**config.mk**
```make
export PLATFORM = sky130hd
export DESIGN_NAME = esb_slave
export DESIGN_NICKNAME = d
export VERILOG_FILES = /design/src/verilog/esb_pkg.sv /design/src/verilog/esb_slave.sv
export SDC_FILE = /design/constraint.sdc
export NUM_CORES = 1
export LEC_CHECK = 0
export ABC_AREA = 1
export BUFFER_PORTS_ARGS = -buffer_cell sky130_fd_sc_hd__buf_4
export CAP_MARGIN = 20
export CORE_ASPECT_RATIO = 0.9
export CORE_MARGIN = 4
export CORE_UTILIZATION = 55
export DETAILED_ROUTE_END_ITERATION = 12
export PLACE_DENSITY = 0.69
export SLEW_MARGIN = 15
export SYNTH_ARGS = -nofsm -noshare
export SYNTH_HDL_FRONTEND = slang
export SYNTH_SLANG_ARGS = --single-unit
```
**constraint.sdc**
```tcl
create_clock -name mclk -period 4.99 [get_ports mclk]
set_clock_uncertainty 0.1 [all_clocks]
set_input_delay 0.499 -clock mclk [delete_from_list [all_inputs] [get_ports mclk]]
set_output_delay 0.499 -clock mclk [all_outputs]
set_load 0.02 [all_outputs]
```
**src/verilog/esb_pkg.sv**
```systemverilog
// Purpose: constants and types shared by the two-wire memory bus slave
// Assumes: 100 MHz mclk, bus pins sampled through two flip-flops
// Notes: offsets, field widths and default timing counts live here; address-word bit slices sit in the slave
//
// What this block does
// - address word: type, select, direction, msb first
// - select bits hard-wired to one, zero, zero
// - direction bit one reads, zero writes
// - matching address word acknowledged on ninth clock
// - mismatch: no acknowledge, release, back to idle
// - high then low address byte, each acknowledged
// - byte write acknowledged, stop launches timed write
// - more bytes mean page write, up to 32
// - page write increments only five offset bits
// - offset wraps within page, overwriting buffered bytes
// - stop after page write launches write, bus ignored
// - no acknowledge while write cycle busy
// - counter holds last address plus one
// - read shifts byte; nack and stop end read
// - counter wraps at array end or page end
// - counter cleared to zero at power-on
// - random read: dummy write, repeated start, read
// - master ack advances address and sends next byte
// - sequential read wraps to zero without pause
// - start, nine dummy clocks, start abandons command
// - reset sequence ignored while write cycle runs
// - start is data falling while clock high
// - stop is data rising while clock high
// - sample on clock rise, drive after fall
// - write-protect high during address or data bytes blocks the array write
package esb_pkg;
   localparam int CLK_FREQ_HZ = 100_000_000;
   localparam int WC_TIME_MS = 5;                       // internal_write_cycle_time
   localparam int WC_CYCLES_DFLT = WC_TIME_MS * (CLK_FREQ_HZ / 1000);
   localparam int BYTE_BITS = 8;
   localparam int ADDR_W = 16;                          // high_address_byte + low_address_byte
   localparam int PAGE_BYTES = 32;
   localparam int PAGE_OFS_W = 5;                       // page_offset_bits
   localparam int SEL_W = 3;
   localparam int TYPE_W = 4;
   localparam logic [SEL_W-1:0] SEL_CODE = 3'h4;        // select_bit_two=1, one=0, zero=0
   localparam logic [3:0] ACK_CLOCK = 4'h8;             // bit count of the ninth clock
   localparam logic [3:0] LAST_BIT = 4'h7;
   localparam int FIFO_DEPTH = 16;
   localparam int FIFO_W = ADDR_W + BYTE_BITS;
   localparam logic [5:0] DRAIN_END = 6'h20;            // one past the last page slot

   typedef enum logic [5:0] {
      ST_IDLE  = 6'h01,
      ST_DEV   = 6'h02,
      ST_ADH   = 6'h04,
      ST_ADL   = 6'h08,
      ST_WDATA = 6'h10,
      ST_RDATA = 6'h20
   } esb_state_t;
endpackage : esb_pkg

```
**src/verilog/esb_slave.sv**
```systemverilog
// Purpose: two-wire bus slave front end of a serial memory with page buffer
// Assumes: scl, sda and wp arrive asynchronously; array sits outside the block
// Notes: write bytes leave through a FIFO to the array port during the busy time
`timescale 1ns/10ps

// simple FIFO, valid/ready on both sides
module esb_fifo #(
   parameter int W = 24,
   parameter int D = 16
) (
   input wire logic mclk,
   input wire logic rst_n,
   input wire logic in_valid,
   output logic in_ready,
   input wire logic [W-1:0] in_data,
   output logic out_valid,
   input wire logic out_ready,
   output logic [W-1:0] out_data
);
   import esb_pkg::*;
   localparam int PW = $clog2(D);

   typedef struct packed {
      logic [D-1:0][W-1:0] mem;
      logic [PW-1:0] wptr;
      logic [PW-1:0] rptr;
      logic [PW:0] count;
   } esb_fifo_st_t;

   esb_fifo_st_t r;
   esb_fifo_st_t next_r;
   logic push;
   logic pop;

   // honest full and empty from the fill count
   assign in_ready = (r.count != (PW+1)'(D));
   assign out_valid = (r.count != '0);
   assign out_data = r.mem[r.rptr];
   assign push = in_valid && in_ready;
   assign pop = out_valid && out_ready;

   // pointer and count update
   always_comb begin
      next_r = r;
      if (push) begin
         next_r.mem[r.wptr] = in_data;
         next_r.wptr = (r.wptr == PW'(D-1)) ? '0 : r.wptr + 1'b1;
      end
      if (pop) begin
         next_r.rptr = (r.rptr == PW'(D-1)) ? '0 : r.rptr + 1'b1;
      end
      next_r.count = r.count + (PW+1)'(push) - (PW+1)'(pop);
   end

   always_ff @(posedge mclk or negedge rst_n) begin
      if (!rst_n) begin
         r <= '0;
      end else begin
         r <= next_r;
      end
   end
endmodule : esb_fifo

// bus slave: start/stop detect, byte engine, page buffer, write timer
module esb_slave #(
   parameter logic [3:0] DEV_TYPE = 4'h6,              // arbitrary device-type value
   parameter int WC_CYCLES = esb_pkg::WC_CYCLES_DFLT
) (
   input wire logic mclk,
   input wire logic rst_n,
   input wire logic scl_i,
   input wire logic sda_i,
   output logic sda_o,
   output logic sda_oe,
   input wire logic wp_i,
   output logic [esb_pkg::ADDR_W-1:0] rd_addr,
   input wire logic [esb_pkg::BYTE_BITS-1:0] rd_data,
   output logic arr_valid,
   input wire logic arr_ready,
   output logic [esb_pkg::ADDR_W-1:0] arr_addr,
   output logic [esb_pkg::BYTE_BITS-1:0] arr_data,
   output logic busy
);
   import esb_pkg::*;

   typedef struct packed {
      logic scl_m;
      logic scl_s;
      logic scl_p;
      logic sda_m;
      logic sda_s;
      logic sda_p;
      logic wp_m;
      logic wp_s;
      esb_state_t st;
      logic [3:0] bitcnt;
      logic [BYTE_BITS-1:0] shreg;
      logic [BYTE_BITS-1:0] tx;
      logic oe;
      logic ack;
      logic [BYTE_BITS-1:0] hi;
      logic [ADDR_W-1:0] addr;
      logic [PAGE_BYTES-1:0][BYTE_BITS-1:0] pbuf;
      logic [PAGE_BYTES-1:0] pvalid;
      logic wp_hit;
      logic busy;
      logic [31:0] wc_cnt;
      logic [5:0] drain;
   } esb_st_t;

   esb_st_t r;
   esb_st_t next_r;
   logic scl_rise;
   logic scl_fall;
   logic start_c;
   logic stop_c;
   logic [BYTE_BITS-1:0] byte_in;
   logic byte_done;
   logic f_valid;
   logic f_ready;
   logic [FIFO_W-1:0] f_data;
   logic [FIFO_W-1:0] arr_word;
   logic [PAGE_OFS_W-1:0] didx;

   // edges from the second and third sync stages only
   assign scl_rise = r.scl_s && !r.scl_p;
   assign scl_fall = !r.scl_s && r.scl_p;
   assign start_c = r.scl_s && r.scl_p && r.sda_p && !r.sda_s;
   assign stop_c = r.scl_s && r.scl_p && !r.sda_p && r.sda_s;
   assign byte_in = {r.shreg[BYTE_BITS-2:0], r.sda_s};
   assign byte_done = scl_rise && (r.bitcnt == LAST_BIT) && (r.st != ST_IDLE)
                      && (r.st != ST_RDATA);

   // page drain toward the array FIFO
   assign didx = r.drain[PAGE_OFS_W-1:0];
   assign f_valid = r.busy && (r.drain != DRAIN_END) && r.pvalid[didx];
   assign f_data = {r.addr[ADDR_W-1:PAGE_OFS_W], didx, r.pbuf[didx]};

   // open-drain data pin: only ever pulls low
   assign sda_o = 1'b0;
   assign sda_oe = r.oe;
   assign busy = r.busy;
   assign rd_addr = r.addr;
   assign arr_addr = arr_word[FIFO_W-1:BYTE_BITS];
   assign arr_data = arr_word[BYTE_BITS-1:0];

   // next-state logic of the whole slave
   always_comb begin
      next_r = r;
      next_r.scl_m = scl_i;
      next_r.scl_s = r.scl_m;
      next_r.scl_p = r.scl_s;
      next_r.sda_m = sda_i;
      next_r.sda_s = r.sda_m;
      next_r.sda_p = r.sda_s;
      next_r.wp_m = wp_i;
      next_r.wp_s = r.wp_m;

      // write cycle timer and drain run regardless of the bus
      if (r.busy) begin
         if (r.wc_cnt == '0) begin
            next_r.busy = 1'b0;
         end else begin
            next_r.wc_cnt = r.wc_cnt - 32'h1;
         end
         if (r.drain != DRAIN_END && (!r.pvalid[didx] || f_ready)) begin
            next_r.drain = r.drain + 6'h1;
         end
      end

      if (r.busy) begin
         // bus input ignored; reset sequence has no effect here
         next_r.st = ST_IDLE;
         next_r.oe = 1'b0;
         next_r.ack = 1'b0;
      end else if (start_c) begin
         // any start, repeated or not, abandons a partial command
         next_r.st = ST_DEV;
         next_r.bitcnt = '0;
         next_r.oe = 1'b0;
         next_r.ack = 1'b0;
         next_r.wp_hit = 1'b0;
         next_r.pvalid = '0;
      end else if (stop_c) begin
         next_r.st = ST_IDLE;
         next_r.oe = 1'b0;
         next_r.ack = 1'b0;
         if (r.st == ST_WDATA && r.pvalid != '0 && !r.wp_hit) begin
            next_r.busy = 1'b1;
            next_r.wc_cnt = 32'(WC_CYCLES - 1);
            next_r.drain = '0;
         end
      end else begin
         // protection holds if wp is seen high in the address or data bytes of the write
         if (r.wp_s && (r.st == ST_ADH || r.st == ST_ADL || r.st == ST_WDATA)) begin
            next_r.wp_hit = 1'b1;
         end
         if (scl_rise && r.st != ST_IDLE) begin
            // data sampled on the clock rise
            if (r.bitcnt == ACK_CLOCK) begin
               next_r.bitcnt = '0;
               if (r.ack) begin
                  next_r.ack = 1'b0;
               end else if (r.st == ST_RDATA) begin
                  // counter advances past each byte sent, wrapping at the top
                  next_r.addr = r.addr + 16'h1;
                  if (r.sda_s) begin
                     next_r.st = ST_IDLE;
                  end
               end
            end else if (r.st != ST_RDATA) begin
               next_r.shreg = byte_in;
               next_r.bitcnt = r.bitcnt + 4'h1;
            end else begin
               next_r.bitcnt = r.bitcnt + 4'h1;
            end
         end
         if (byte_done) begin
            next_r.ack = 1'b1;
            unique case (r.st)
               ST_DEV: begin
                  if (byte_in[7:4] != DEV_TYPE || byte_in[3:1] != SEL_CODE) begin
                     next_r.st = ST_IDLE;
                     next_r.ack = 1'b0;
                  end else if (byte_in[0]) begin
                     next_r.st = ST_RDATA;
                  end else begin
                     next_r.st = ST_ADH;
                  end
               end
               ST_ADH: begin
                  next_r.hi = byte_in;
                  next_r.st = ST_ADL;
               end
               ST_ADL: begin
                  next_r.addr = {r.hi, byte_in};
                  next_r.st = ST_WDATA;
                  next_r.pvalid = '0;
               end
               ST_WDATA: begin
                  // later bytes to the same slot overwrite the earlier ones
                  next_r.pbuf[r.addr[PAGE_OFS_W-1:0]] = byte_in;
                  next_r.pvalid[r.addr[PAGE_OFS_W-1:0]] = 1'b1;
                  next_r.addr[PAGE_OFS_W-1:0] = r.addr[PAGE_OFS_W-1:0] + 5'h1;
               end
               default: begin
                  next_r.st = ST_IDLE;
                  next_r.ack = 1'b0;
               end
            endcase
         end
         if (scl_fall) begin
            // output changes only after the clock fall
            if (r.bitcnt == ACK_CLOCK) begin
               next_r.oe = r.ack;
            end else if (r.st == ST_RDATA && r.bitcnt == 4'h0) begin
               next_r.tx = rd_data;
               next_r.oe = !rd_data[BYTE_BITS-1];
            end else if (r.st == ST_RDATA) begin
               next_r.tx = {r.tx[BYTE_BITS-2:0], 1'b0};
               next_r.oe = !r.tx[BYTE_BITS-2];
            end else begin
               next_r.oe = 1'b0;
            end
         end
      end
   end

   // one register for the whole state; counter clears to zero at power-on
   always_ff @(posedge mclk or negedge rst_n) begin
      if (!rst_n) begin
         r <= '0;
         r.st <= ST_IDLE;
      end else begin
         r <= next_r;
      end
   end

   // buffered path to the array; array stalls through arr_ready
   esb_fifo #(
      .W(FIFO_W),
      .D(FIFO_DEPTH)
   ) u_fifo (
      .mclk(mclk),
      .rst_n(rst_n),
      .in_valid(f_valid),
      .in_ready(f_ready),
      .in_data(f_data),
      .out_valid(arr_valid),
      .out_ready(arr_ready),
      .out_data(arr_word)
   );
endmodule : esb_slave

```
==> impl_results.md, run 1 <==
* Outcome: finished, final reports clean
* Most frequent CP cell: nand2_1
* Slowest stage delay, CP at 760 ps
* Max Root-Sink Buffers at 3
* Sequential fraction of the synthesis area at 52.22%
* Met1 wire length at 47.29 mm
* Post-DP Area at 37,990 µm²
* Port bufs at 56
* Yosys cell types at 50
* Min-delay worst type: in -> reg
* Syn Area/Cell at 8.209 µm²
* Syn-to-layout area delta at 8.927%
* Ports at 58
* Fin crit period at 4180 ps
* Fin crit share at 83.77%
* Site Rows at 90
* Async set-reset flop share out of synthesis at 100.0%
* Reg power frac at between 30% and 40%
* Yosys top cell by area: dfrtp_1
* Critical path fanouts, max at just over 80
* Post-CTS Setup Inserts at 0
* Pin count of the biggest net entering global routing at 195
* Critical path's slowest cell: buf_4
* Leakage power at approximately 20 nW
* CP Class: reg -> reg
* Total die area at approximately 72,000 µm²
* Final hold viol count at 0
* Most frequent cells in the layout: nand2_1, dfrtp_1, o21ai_0
* DRC viols at 0
* First-pass GRT wire length at 164.9 mm
* Vias per cell at 5.820
* Routed len/inst at 18.83 µm
* Die Ht at 255.8 µm
* Main synth FF type: dfrtp_1
* Initial antenna violation count at 0
* Max Cap Viol at 0
* Initial Util at 55.72%
* Clock network power share at roughly two fifths
* Worst-margin pin slew at 1271 ps
* Met2 wire length at 44.17 mm
* GP Congestion at 0.8686
* GRT Util Overall at 27.71%
* Required time of the worst setup path at 5460 ps
* CTS tree: yes
* RSZ-0062 raised after global routing: false
* Fin util at roughly 61%
* EDFF count, synth at 0
* Post-synth top area share at 52.15%
* # resized after CTS at 0
* H-tree depth at 3
* Top post-synthesis cells by area: dfrtp_1, nand2_1, o21ai_0
* Post-Syn Nets at about 4,600
* Fin area at around 41,000 µm²
* GRT overflow at 0
* CTS sink cnt at between 700 and 800
* Vias post-DR at 31,353
* Yosys warning count at 0
* Most common cell after layout, fill and taps aside: nand2_1
* Fmax at 0.2392 GHz
* FF+latch count, synth at 783
* Layout cells sized above 1 at 7.401%
* Setup TNS at 0 ps
* Post-route ant nets at 0
* Power Density at between 400 and 500 nW/µm²
* Setup crit end kind: flip-flop
* Total routed wirelength at 101.4 mm
* CTS root buf: clkbuf_16
* Hold buffers post-CTS at 4
* Final setup fails at 0
* P_sw at roughly 5.4 mW
* Final HPWL DP at 62.12 mm
* Clk slew on worst S/H paths at 60 ps
* CP Data Arrival Time at roughly 4700 ps
* Relative slew slack at between 10% and 20%
* Startpoint Class: flip-flop
* Post-synthesis cell area at 37,520 µm²
* Routed length on met3 at 7.609 mm
* Cts bufs inserted at 82
* Logic gate share of total power at around 23%
* Vias in the first global route at 29,522
* Total iterations of the first detailed-routing run at 6
* Total power at ~17 mW
* Die width at roughly 280 µm
* Cell Int Power at 11.40 mW
* Cells after Synth at between 4,000 and 5,000
* Sw Share at 31.98%
* Max VDD drop at approximately 0.00031 V
* Ant. Diodes at 0
* Clock Latency Late Sink at 640 ps
* Uppermost layer routed: met4
* Core ar. at 67,340 µm²
* NumNets Final at 4,480
* Final slew viol count at 0
* DRT iter0 DRCs at 3,327
* Crit-path cells: inv_4 > buf_4 > o21ai_0 > o22ai_1 > nand2_1 > nand4_1 > nand2_1 > nand2_1 > nand3_1 > nand2_1
[per-layer routing]
metal	vias to the layer above	track usage (%)
met2	1097	41.01
met1	15156	42.42
met4	0	7.155
li1	14942	-
met3	158	5.004
met5	-	0
[power groups by stage]
stage	Combinational [mW]	Sequential (mW)	Clock, mW
2_1_floorplan	2.38	6.62	0
3_3_place_gp	3.73	6.67	0
3_5_place_dp	3.74	6.67	0
4_1_cts	3.76	6.56	6.52
5_1_grt	4.10	6.57	6.81
6_report	3.77	6.56	6.43
[cell families after synthesis]
family / count (synthesis) / synth area share, %
mux: 39 / 1.040
xor+xnor: 27 / 0.6302
other cells: 1 / 0.009994
compound gates: 1030 / 15.15
fa+ha+maj: 22 / 0.7536
buf+inv: 514 / 6.516
flops: 783 / 52.22
simple gates: 2155 / 23.68
[registers in the layout, indices dropped and copies added (netlist names)]
register,flops
busy,1
byte_in,8
didx,5
next_r,4
r,351
rd_addr,16
sda_oe,1
u_fifo.r,397
[critical path: cells and delay by family (launching register included)]
kind                   cells  cell delay [ps]
AO/OA/AOI/OAI              2              510
AND/OR/NAND/NOR            6             1250
buffers and inverters      2             1430
flip-flops                 1              670
[final cells by class]
cell class,count,area (µm²)
Clock inverter,35,430.4
Timing Repair Buffer,144,1249
Sequential cell,783,19610
Tap cell,874,1094
Clock buffer,118,2400
Fill cell,5986,26470
Multi-Input combinational cell,3274,15490
Inverter,159,604.3
[metrics by stage]
stage,worst slack (ps),hold WS (ps),std cells
after floorplan,1209,103.4,4571
after global placement,1011,235.8,5229
after detailed placement,989.3,234.7,5229
after CTS,946.4,18.02,5386
after global routing,582.1,40.57,5387
final,810.1,38.92,5387
[worst paths after layout]
check / from / endpoint / slack [ps] / cells past startpoint
worst max register to register: didx[0] / u_fifo.r[41] / 810 / 10
min in group asynchronous: rst_n / r[22] / 400 / 2
worst min register to register: next_r[383] / byte_in[0] / 250 / 0
max in group asynchronous: rst_n / u_fifo.r[5] / 3210 / 3
worst min-delay path: rd_data[0] / r[354] / 40 / 3
worst max-delay path: didx[0] / u_fifo.r[41] / 810 / 10
[cell usage after synthesis (all sizes together), types with 15 or more instances]
| master | number |
|---|---|
| buf | 164 |
| a21oi | 69 |
| nand3 | 275 |
| ha | 21 |
| o22ai | 66 |
| o221ai | 39 |
| nand2 | 1223 |
| clkbuf | 191 |
| inv | 156 |
| xor2 | 21 |
| nor3 | 15 |
| nand4 | 69 |
| dfrtp | 782 |
| o21ai | 765 |
| o211ai | 16 |
| o32ai | 57 |
| nor2 | 559 |
| mux2i | 39 |
Note: power is estimated with default switching activity, not from simulation.
==> inputs of run 2 (changes only) <==
- clock period: 4.99 -> 4.01 ns (I/O delays scaled with it)
==> run 2 against run 1 <==
Sequential power is 26% higher. Total power is 22% higher. Critical path depth decreased by 5. Setup slack got worse by 310 ps. Flip-flop and latch count unchanged. Count of clock-buffer cells in the layout fell by 1. Global-route usage up 0.16 points. Utilization rose by 0.15 points. Non-clock buffer count is 26 higher. Clock power increased by 19%. Worst hold slack better by 13 ps.
==> impl_results.md, run 2 (synthesized netlist as in run 1, its figures left out) <==
* Outcome: finished, final reports clean
* Clk slew on worst S/H paths at 60 ps (about the same)
* Leakage power at 19.83 nW (+0.37%)
* # resized after CTS at 0 (unchanged)
* Max reg flops at 397 (unchanged)
* Die width at 283.3 µm (unchanged)
* H-tree depth at 3 (unchanged)
* Die Ht at 255.8 µm (unchanged)
* Max Cap Viol at 0 (unchanged)
* CTS root buf: clkbuf_16
* Vias in the first global route at 30,138 (+2.1%)
* Layout cells sized above 1 at 7.529% (+0.13 points)
* Post-CTS Setup Inserts at 0 (unchanged)
* Final hold viol count at 0 (unchanged)
* First-pass GRT wire length at 165.8 mm (+0.53%)
* Pre-CTS setup slack at 768.1 ps (-221.2 ps)
* Core ar. at 67,340 µm² (unchanged)
* GP Congestion at 0.8845 (+1.8%)
* Critical path's slowest cell: dfrtp_1
* Required time of the worst setup path at 3510 ps (-1950 ps)
* Worst hold path depth at 4 (+1)
* Total die area at 72,470 µm² (unchanged)
* DRT iter0 DRCs at 3,582 (+7.7%)
* Met3 Usage GRT at 5.245% (+0.24 points)
* Ant. Diodes at 0 (unchanged)
* Worst-margin pin slew at 1093 ps (-178.4 ps)
* Total iterations of the first detailed-routing run at 7 (+1)
* Crit-path cells: inv_1 > o221ai_1 > nand3_1 > nand3_1 > buf_4
* CP Data Arrival Time at 3010 ps (-1640 ps)
* Reg2reg path depth at 13 (+3)
* GRT overflow at 0 (unchanged)
* GRT Max-Usage Layer: met1
* Vias per cell at 5.842 (+0.37%)
* Critical path fanouts, max at 23 (-72%)
* RSZ-0062 raised after global routing: false
* Final setup fails at 0 (unchanged)
* Min-delay worst type: in -> reg
* Grt met2 use at 40.78% (-0.23 points)
* Post-route ant nets at 0 (unchanged)
* Fin util at 60.84% (+0.15 points)
* Relative slew slack at 27.05% (+12 points)
* Final HPWL DP at 63.21 mm (+1.8%)
* Pin count of the biggest net entering global routing at 121 (-38%)
* Setup TNS at 0 ps (unchanged)
* Setup crit end kind: primary output
* CTS sink cnt at 783 (unchanged)
* Initial antenna violation count at 0 (unchanged)
* Startpoint Class: flip-flop
* Syn-to-layout area delta at 9.193%
* Fin crit period at 3513 ps
* Register with the most flip-flops: u_fifo.r
* Routed len/inst at 18.69 µm (-0.73%)
* CTS tree: yes
* CP Class: reg -> out
* Max VDD drop at 0.0005134 V (+64%)
* Cts bufs inserted at 82 (unchanged)
* Clock Latency Late Sink at 630 ps (about the same)
* NumNets Final at 4,506 (+0.58%)
* Final WS setup at 497.1 ps (-313.0 ps)
* Final slew viol count at 0 (unchanged)
* Slowest stage delay, CP at 1010 ps (+250 ps)
* Vias post-DR at 31,564 (+0.67%)
* Met1 Use GR at 42.51% (+0.091 points)
* Site Rows at 90 (unchanged)
* Total routed wirelength at 101.0 mm (-0.44%)
* Most frequent CP cell: nand3_1
* Hold buffers post-CTS at 12 (+8)
* Most common cell after layout, fill and taps aside: nand2_1
* Fin crit share at 87.60%
* Power Density at 501.1 nW/µm² (+22%)
* Initial Util at 55.72% (unchanged)
* Fmax at 0.2847 GHz
* Total power at 20.53 mW (+22%)
* Most frequent cells in the layout: nand2_1, dfrtp_1, o21ai_0
* Ports at 58 (unchanged)
* Max Root-Sink Buffers at 3 (unchanged)
* DRC viols at 0 (unchanged)
* GRT Util Overall at 27.87% (+0.16 points)
* Port bufs at 56 (unchanged)
-- run 2: changes by cell type in the layout (fill, tap and decap cells not counted), sizes merged --
cell and change:
clkinv -2, dlygate4sd3 +8, buf +18, clkbuf -1
clkinvlp -4, bufinv -3
-- run 2: critical path, delay by kind of cell (launching register included) --
family,cells,cell delay (ps)
DFF,1,1010
and+or+nand+nor,2,300
buffers and inverters,2,830
AOI/OAI and AO/OA,1,220
-- run 2: path summary, 6_finish.rpt --
check / startpoint / end / slack [ps]
worst max-delay path: u_fifo.r[7] / arr_addr[13] / 500
worst min-delay path: rd_data[7] / sda_oe / 50
worst max register to register: didx[0] / u_fifo.r[4] / 770
worst min register to register: next_r[380] / r[380] / 250
max in group asynchronous: rst_n / r[160] / 2430
min in group asynchronous: rst_n / r[14] / 320
-- run 2: layout make-up --
type / instances / area (µm²)
clock buffer: 117 / 2365
clock inverter: 26 / 300.3
fill: 5963 / 26370
inverter: 159 / 604.3
multi-input combinational: 3274 / 15490
sequential: 783 / 19610
tap: 874 / 1094
timing repair buffer: 170 / 1514
-- run 2: metal layers --
layer | share of wire (%) | vias to the layer above
li1 | - | 14997
met1 | 47 | 15301
met2 | 43 | 1100
met3 | 7.8 | 166
met4 | 2.6 | 0
met5 | 0 | -
-- run 2: through the flow --
| step | area (µm²) | cells | hold WS [ps] |
|---|---|---|---|
| floorplan | 37520 | 4571 | 5.409 |
| global placement | 38190 | 5248 | 231.8 |
| detailed placement | 38190 | 5248 | 235.5 |
| CTS | 40970 | 5403 | 18.92 |
| global route | 40970 | 5403 | 43.96 |
| finish | 40970 | 5403 | 52.24 |
-- run 2: where the power goes --
group / total [mW] / internal, mW / switching (mW)
logic: 4.62 / 1.47 / 3.15
registers: 8.26 / 8.03 / 0.235
clock network: 7.64 / 4.43 / 3.21
total: 20.5 / 13.9 / 6.60
